File: src/hcg_defs.svh
// Constants for the host bus to cipher port glue.
`ifndef HCG_DEFS_SVH
`define HCG_DEFS_SVH
`define HCG_REF_CLK_HZ 100000000
`define HCG_CIPHER_MAX_HZ 4000000
`define HCG_CIPHER_SLOW_MAX_HZ 3000000
`define HCG_WAIT_FAST_HZ 7000000
`define HCG_DIV_DEFAULT 13
`define HCG_WAIT_STATES_DEFAULT 1
`endif

File: src/hcg_pkg.sv
// Types for the host bus to cipher port glue.
package hcg_pkg;
  typedef enum logic [1:0] {
    HCG_BUS_IDLE = 2'b00,
    HCG_BUS_FIRST = 2'b01,
    HCG_BUS_WAIT = 2'b10,
    HCG_BUS_DATA = 2'b11
  } hcg_bus_state_type;
  typedef enum logic {
    HCG_SYNC_FORCE_LOW = 1'b0,
    HCG_SYNC_FORCE_HIGH = 1'b1
  } hcg_sync_type;
endpackage

File: src/hcg_host_clk_div.sv
// Host clock enable divider producing the emulated host bus clock phases.
`timescale 1ns/1ps
module hcg_host_clk_div #(
  parameter int DIV = 13
) (
  input wire logic ref_clk,
  input wire logic rst,
  output logic rise_en,
  output logic fall_en
);
  localparam int CW = $clog2(2 * DIV + 1);
  logic [CW-1:0] cnt_r;
  wire last_w = (cnt_r == CW'(2 * DIV - 1));
  wire half_w = (cnt_r == CW'(DIV - 1));
  always_ff @(posedge ref_clk) begin
    if (rst) begin
      cnt_r <= '0;
      rise_en <= 1'b0;
      fall_en <= 1'b0;
    end else begin
      cnt_r <= last_w ? '0 : cnt_r + CW'(1);
      rise_en <= last_w;
      fall_en <= half_w;
    end
  end
endmodule // hcg_host_clk_div

File: src/hcg_glue.sv
// Host bus glue driving the multiplexed master port of a cipher processor.
// Summary of operation
// - Control/key select held low, so port runs multiplexed control mode.
// - Port address strobe is the inverse of address latch enable.
// - Minimum mode: decoder gated by I/O indication; chip select only on I/O.
// - Port direction follows transceiver direction, high read, low write.
// - Maximum mode: data strobe when io read or early io write active.
// - Minimum mode: data strobe when read or write strobe low.
// - Data strobe rising edge aligns with cipher clock falling edge.
// - Cipher clock at most 4 MHz, or 3 MHz for slowest part; only the 4 MHz limit is checked.
// - Cipher clock is host clock divided by two.
// - Host clock fall in first bus state forces cipher clock low or high by parity.
// - Same wait-state count for every device access.
// - Above 7 MHz host clock, at least one wait state on every access.
// - Alternatively delay first cipher clock rise after a data strobe.
// - Software mux: address cycle gives only address strobe, data only data.
`timescale 1ns/1ps
`include "hcg_defs.svh"
module hcg_glue
  import hcg_pkg::*;
#(
  parameter int DIV = `HCG_DIV_DEFAULT,
  parameter int WAIT_STATES = `HCG_WAIT_STATES_DEFAULT
) (
  input wire logic ref_clk,
  input wire logic rst,
  input wire logic min_max_select,
  input wire logic io_select,
  input wire logic address_latch,
  input wire logic start,
  input wire logic write,
  input wire logic [1:0] reg_sel,
  input wire logic [7:0] wr_data,
  input wire logic [7:0] port_data_in,
  output logic busy,
  output logic done,
  output logic [7:0] rd_data,
  output logic host_clk,
  output logic cipher_clk,
  output logic control_key_select,
  output logic port_address_strobe_n,
  output logic port_chip_select_n,
  output logic port_direction,
  output logic port_data_strobe_n,
  output logic [7:0] port_data_out,
  output logic port_data_oe
);
  import hcg_pkg::*;
  // ----------------------------------------------------------------
  // Host clock phases and limits
  // ----------------------------------------------------------------
  localparam int HOST_HZ = `HCG_REF_CLK_HZ / (2 * DIV);
  localparam int CIPHER_HZ = HOST_HZ / 2;
  // At least one wait state on every access when fast; uniform count keeps parity valid.
  localparam int WAITS = (HOST_HZ > `HCG_WAIT_FAST_HZ && WAIT_STATES < 1) ? 1 : WAIT_STATES;
  localparam hcg_sync_type SYNC = WAITS[0] ? HCG_SYNC_FORCE_HIGH : HCG_SYNC_FORCE_LOW;
  initial begin
    if (CIPHER_HZ > `HCG_CIPHER_MAX_HZ) begin
      $error("Cipher clock too fast");
    end
  end
  logic rise_en;
  logic fall_en;
  hcg_host_clk_div #(.DIV(DIV)) u_div (
    .ref_clk(ref_clk),
    .rst(rst),
    .rise_en(rise_en),
    .fall_en(fall_en)
  );
  // ----------------------------------------------------------------
  // Synchronised inputs
  // ----------------------------------------------------------------
  logic [7:0] din_s1_r;
  logic [7:0] din_s2_r;
  logic [2:0] mode_s1_r;
  logic [2:0] mode_s2_r;
  always_ff @(posedge ref_clk) begin
    din_s1_r <= port_data_in;
    din_s2_r <= din_s1_r;
    mode_s1_r <= {min_max_select, io_select, address_latch};
    mode_s2_r <= mode_s1_r;
  end
  wire min_mode_w = mode_s2_r[2];
  wire io_cycle_w = mode_s2_r[1];
  wire addr_cycle_w = mode_s2_r[0];
  // ----------------------------------------------------------------
  // Emulated host bus cycle: T1, T2, waits, T3/T4
  // ----------------------------------------------------------------
  hcg_bus_state_type st_r;
  hcg_bus_state_type st_nxt;
  logic [3:0] wcnt_r;
  logic ale_r;
  logic rd_n_r;
  logic wr_n_r;
  logic dtr_r;
  logic cycle_addr_r;
  logic cycle_write_r;
  logic [1:0] sel_r;
  logic [7:0] wdat_r;
  wire take_w = start && !busy && rise_en;
  wire wait_done_w = (wcnt_r == 4'(WAITS));
  always_comb begin
    st_nxt = st_r;
    unique case (st_r)
      HCG_BUS_IDLE: st_nxt = take_w ? HCG_BUS_FIRST : HCG_BUS_IDLE;
      HCG_BUS_FIRST: st_nxt = rise_en ? HCG_BUS_WAIT : HCG_BUS_FIRST;
      HCG_BUS_WAIT: st_nxt = (rise_en && wait_done_w) ? HCG_BUS_DATA : HCG_BUS_WAIT;
      HCG_BUS_DATA: st_nxt = rise_en ? HCG_BUS_IDLE : HCG_BUS_DATA;
    endcase
  end
  // Strobes active in WAIT (T2..Tw); released at the host clock fall in DATA, i.e. mid T3.
  wire strobe_phase_w = (st_r == HCG_BUS_WAIT);
  wire ale_nxt = (st_nxt == HCG_BUS_FIRST) && take_w;
  wire data_cyc_w = !cycle_addr_r;
  wire rd_n_nxt = !(strobe_phase_w && data_cyc_w && !cycle_write_r);
  wire wr_n_nxt = !(strobe_phase_w && data_cyc_w && cycle_write_r);
  always_ff @(posedge ref_clk) begin
    if (rst) begin
      st_r <= HCG_BUS_IDLE;
      wcnt_r <= '0;
      cycle_addr_r <= 1'b0;
      cycle_write_r <= 1'b0;
      sel_r <= '0;
      wdat_r <= '0;
      dtr_r <= 1'b0;
    end else begin
      st_r <= st_nxt;
      if (take_w) begin
        cycle_addr_r <= addr_cycle_w;
        cycle_write_r <= write;
        sel_r <= reg_sel;
        wdat_r <= wr_data;
        dtr_r <= !write;
      end
      if (st_r != HCG_BUS_WAIT) begin
        wcnt_r <= '0;
      end else if (rise_en) begin
        wcnt_r <= wcnt_r + 4'(1);
      end
    end
  end
  always_ff @(posedge ref_clk) begin
    if (rst) begin
      ale_r <= 1'b0;
      rd_n_r <= 1'b1;
      wr_n_r <= 1'b1;
    end else begin
      if (take_w) begin
        ale_r <= addr_cycle_w;
      end else if (fall_en) begin
        ale_r <= 1'b0;
      end
      if (rise_en || fall_en) begin
        rd_n_r <= rd_n_nxt;
        wr_n_r <= wr_n_nxt;
      end
    end
  end
  // ----------------------------------------------------------------
  // Port decode
  // ----------------------------------------------------------------
  // The port strobe is decoded from the command levels taking effect on this edge.
  // A second register stage would make its rising edge trail the cipher clock fall.
  wire rd_n_w = (rise_en || fall_en) ? rd_n_nxt : rd_n_r;
  wire wr_n_w = (rise_en || fall_en) ? wr_n_nxt : wr_n_r;
  wire ior_w = !rd_n_w; // io read command
  wire eiow_w = !wr_n_w; // early io write command
  wire ds_max_w = ior_w || eiow_w;
  wire ds_min_w = !(rd_n_w && wr_n_w);
  wire ds_act_w = min_mode_w ? ds_min_w : ds_max_w;
  wire cs_act_w = min_mode_w ? io_cycle_w : 1'b1;
  wire ds_rise_w = !ds_act_w && !port_data_strobe_n;
  // ----------------------------------------------------------------
  // Cipher clock divider with first-state synchroniser
  // ----------------------------------------------------------------
  // The forced phase stands in for delaying the first cipher rise after a strobe.
  wire t1_end_w = (st_r == HCG_BUS_FIRST) && fall_en;
  always_ff @(posedge ref_clk) begin
    if (rst) begin
      host_clk <= 1'b0;
      cipher_clk <= 1'b0;
      control_key_select <= 1'b0;
      port_address_strobe_n <= 1'b1;
      port_chip_select_n <= 1'b1;
      port_direction <= 1'b0;
      port_data_strobe_n <= 1'b1;
      port_data_out <= '0;
      port_data_oe <= 1'b0;
      busy <= 1'b0;
      done <= 1'b0;
      rd_data <= '0;
    end else begin
      control_key_select <= 1'b0;
      if (rise_en) begin
        host_clk <= 1'b1;
      end else if (fall_en) begin
        host_clk <= 1'b0;
      end
      if (t1_end_w) begin
        cipher_clk <= (SYNC == HCG_SYNC_FORCE_HIGH);
      end else if (fall_en && host_clk) begin
        // The first fall enable after reset finds the host clock already low; skip it.
        cipher_clk <= !cipher_clk;
      end
      port_address_strobe_n <= !ale_r;
      port_chip_select_n <= !(cs_act_w && (st_nxt != HCG_BUS_IDLE));
      port_direction <= dtr_r;
      port_data_strobe_n <= !ds_act_w;
      // Address cycles put select bits on the muxed lines for the device latch.
      port_data_out <= cycle_addr_r ? {5'h00, sel_r, 1'b0} : wdat_r;
      port_data_oe <= (st_r != HCG_BUS_IDLE) && (cycle_addr_r || cycle_write_r);
      busy <= (st_nxt != HCG_BUS_IDLE);
      done <= (st_r == HCG_BUS_DATA) && rise_en;
      if (ds_rise_w && !cycle_write_r) begin
        rd_data <= din_s2_r;
      end
    end
  end
endmodule // hcg_glue

File: config.mk
export PLATFORM = sky130hd
export DESIGN_NAME = hcg_glue
export DESIGN_NICKNAME = d
export VERILOG_FILES = /design/src/hcg_pkg.sv /design/src/hcg_host_clk_div.sv /design/src/hcg_glue.sv
export VERILOG_INCLUDE_DIRS = /design/src
export SDC_FILE = /design/constraint.sdc
export NUM_CORES = 1
export LEC_CHECK = 0
export ABC_AREA = 1
export BUFFER_PORTS_ARGS = -buffer_cell sky130_fd_sc_hd__buf_4
export CORE_ASPECT_RATIO = 2
export CORE_MARGIN = 5
export CORE_UTILIZATION = 30
export CTS_CLUSTER_DIAMETER = 100
export DETAILED_ROUTE_END_ITERATION = 6
export PLACE_DENSITY = 0.55
export SLEW_MARGIN = 5
export SYNTH_ARGS = -nofsm -noshare
export SYNTH_HDL_FRONTEND = slang
export SYNTH_SLANG_ARGS = --single-unit
File: constraint.sdc
create_clock -name ref_clk -period 3.2 [get_ports ref_clk]
set_input_delay 0.32 -clock ref_clk [delete_from_list [all_inputs] [get_ports ref_clk]]
set_output_delay 0.32 -clock ref_clk [all_outputs]
set_load 0.03 [all_outputs]
==> results.toml <==
[cts]
path_clk_slew_ps = 60
root_buffer = "clkbuf_16"
hold_buffers = 0
cts_resized = 0
cts.sinks = 76
cts_tree = "built"
cts_setup_buffers = 0
cts_buffers = 9
insertion_delay_ps = 320
clk_path_buf_depth = 2
htree_levels = 3

[worst_setup_path]
critPathMaxFanout = 21
crit_path_cell_trace = "nand2_1 -> nor2_2 -> inv_1 -> o22ai_1 -> nand2_1 -> nand3_1 -> nand2_1"
r2r_start = "u_div.rise_en$_SDFF_PP0_"
cp.required_ps = 3420
r2r_end = "port_chip_select_n$_SDFF_PP1_"
endpoint_kind = "register"
crit_type = "register to register"
rrSetupSlack_ps = 1470
startpoint = "u_div.rise_en$_SDFF_PP0_"
crit_top_cell = "nand2_1"
slowest_stage = "dfxtp_1"
cp-endpoint = "port_chip_select_n$_SDFF_PP1_"
worst-path-stages = 7
critical_path_arrival_ps = 1950
path_delay_family = "simple AND/OR/NAND/NOR gates"
cp_slowest_stage_delay_ps = 550
crit_buf_inv = 1
r2r_cells = 7
start_kind = "register"

[global_routing]
grt_max_degree = 31
grt_pass1_wl_um = 8170
grt_pass1_vias = 1889
antenna_found_initial = 0
grt_overflow = 0
grtUsageTotal = 0.106

[floorplanning]
die_width_um = 74.6
rows = 47
start_util = 0.304
ios = 51
die_h_um = 139
coreArea_um2 = 8230
die-area_um2 = 10400

[synthesis]
synthesis.nets = 307
ys_seq_area_frac = 0.608
synth_edf_count = 0
syn-cell-area_um2 = 2500
async_flop_share = 0
yosys-top-cells-area = "dfxtp_1 (61%), nor2_1 (6.0%), nand2_1 (5.8%)"
yosysUniqueCellTypes = 30
synth_top_area_cell = "dfxtp_1"
netlist_instances = 277
synth.avg_cell_area_um2 = 9.04
netlist.area_leader.share = 0.608
synth_warnings = 0
synth.ff_latch_count = 76
synth_ff_type = "dfxtp_1"

[layout]
multiInputGateArea_um2 = 766
drive_gt1_frac = 0.240
final_cell_mix = "dfxtp_1 (76), buf_4 (49), nor2_1 (40)"
final_cell_area_um2 = 3240
nets = 358
area_growth_pct = 29.4
antennaDiodeCount = 0
fillers = 856
final_common_cell = "dfxtp_1"
seqCellArea_um2 = 1520

[routing]
drt_first_pass_iters = 4
ant_nets = 0
num_vias = 1806
drtIter0Drc = 73
drt-total-wl_um = 4940
post_drt_wl_per_cell_um = 11.5
drc = 0
via_per_inst = 4.19

[flow_run]
maxCapViolCount = 0

[place]
io_buffer_count = 49
place_area_um2 = 2920
dpl.hpwl_um = 3650
place.gp.congestion = 0.718

[timing]
fmax_mhz = 578
period_needed_ps = 1730
finalSetupTns_ps = 0
hold_viol_final = 0
period_share = 0.541
relSlewSlack = 0.438
grt_setup_unrepaired = "false"
holdWs_ps = 93.6
tightest_slew_ps = 842
finalMaxSlewViolations = 0
finClkSkew_ps = 3.73
finalSetupViolations = 0

[power]
power_density_nw_per_um2 = 642
p_leak_nw = 1.44
ir_drop_uv = 312

[hold_path]
hold_class = "input port to register"

[run_status]
status = "finished, final reports clean"
## through the flow
stage          power (mW)  setup WS, ps  instances   util
3_3_place_gp         1.04          1510        415  0.355
2_1_floorplan        1.01          1940        277      -
3_5_place_dp         1.04          1460        415  0.355
5_1_grt              2.16          1230        431  0.393
6_report             2.08          1470        431  0.393
4_1_cts              2.12          1470        431  0.393
## worst min-delay path by stage
| stage | endpoint | slack [ps] | start | cells after the start |
|---|---|---|---|---|
| after detailed placement | din_s2_r[0]$_DFF_P_ | 310 | din_s1_r[0]$_DFF_P_ | 0 |
| after CTS | mode_s1_r[0]$_DFF_P_ | 70 | address_latch | 1 |
| final | mode_s1_r[0]$_DFF_P_ | 90 | address_latch | 1 |
| after floorplan | din_s2_r[0]$_DFF_P_ | 310 | din_s1_r[0]$_DFF_P_ | 0 |
| after global placement | mode_s2_r[2]$_DFF_P_ | 310 | mode_s1_r[2]$_DFF_P_ | 0 |
| after global routing | mode_s1_r[2]$_DFF_P_ | 80 | min_max_select | 1 |
## registers in the layout, indices dropped and copies added (netlist names), 2 cells and up
register	cells
rd_data	8
mode_s1_r	3
sel_r	2
mode_s2_r	3
port_data_out	8
st_r	2
din_s2_r	8
wdat_r	8
din_s1_r	8
wcnt_r	4
u_div.cnt_r	5
## layout make-up
cell class,instances,share of cell area
repair buffers,49,0.114
multi-input cells,156,0.236
flip-flops and latches,76,0.470
clock buffers,12,0.0761
clock inverters,4,0.0224
well taps,98,0.0379
inverters,36,0.0440
## synthesized netlist by cell type, types with 2 or more instances
cell	count
a21oi_1	16
buf_2	2
clkbuf_1	3
dfxtp_1	76
ha_1	5
inv_1	34
nand2_1	39
nand2_2	3
nand3_1	12
nor2_1	40
nor2_2	9
nor3_1	2
o21ai_0	19
## cell families after synthesis
group	count (synthesis)	share of synthesized area
buffers and inverters	45	0.0865
AOI/OAI and AO/OA	37	0.0755
and+or+nand+nor	112	0.200
xor gates and xnor gates	1	0.00350
adders and majority gates	5	0.0250
other	1	0.00150
DFF	76	0.608
## layer usage
metal	vias up	GRT usage	part of all wire
li1	957	-	-
met1	801	0.0971	0.35
met2	36	0.185	0.55
met3	12	0.0334	0.058
met4	0	0.0779	0.034
met5	-	0	0
## where the power goes
group | switching (mW) | total [mW] | internal [mW] | leakage (nW)
combinational | 0.0239 | 0.0494 | 0.0255 | 0.671
sequential | 0.00668 | 0.971 | 0.965 | 0.621
clock | 0.357 | 1.06 | 0.702 | 0.153
(Power assumes the default switching activity.)
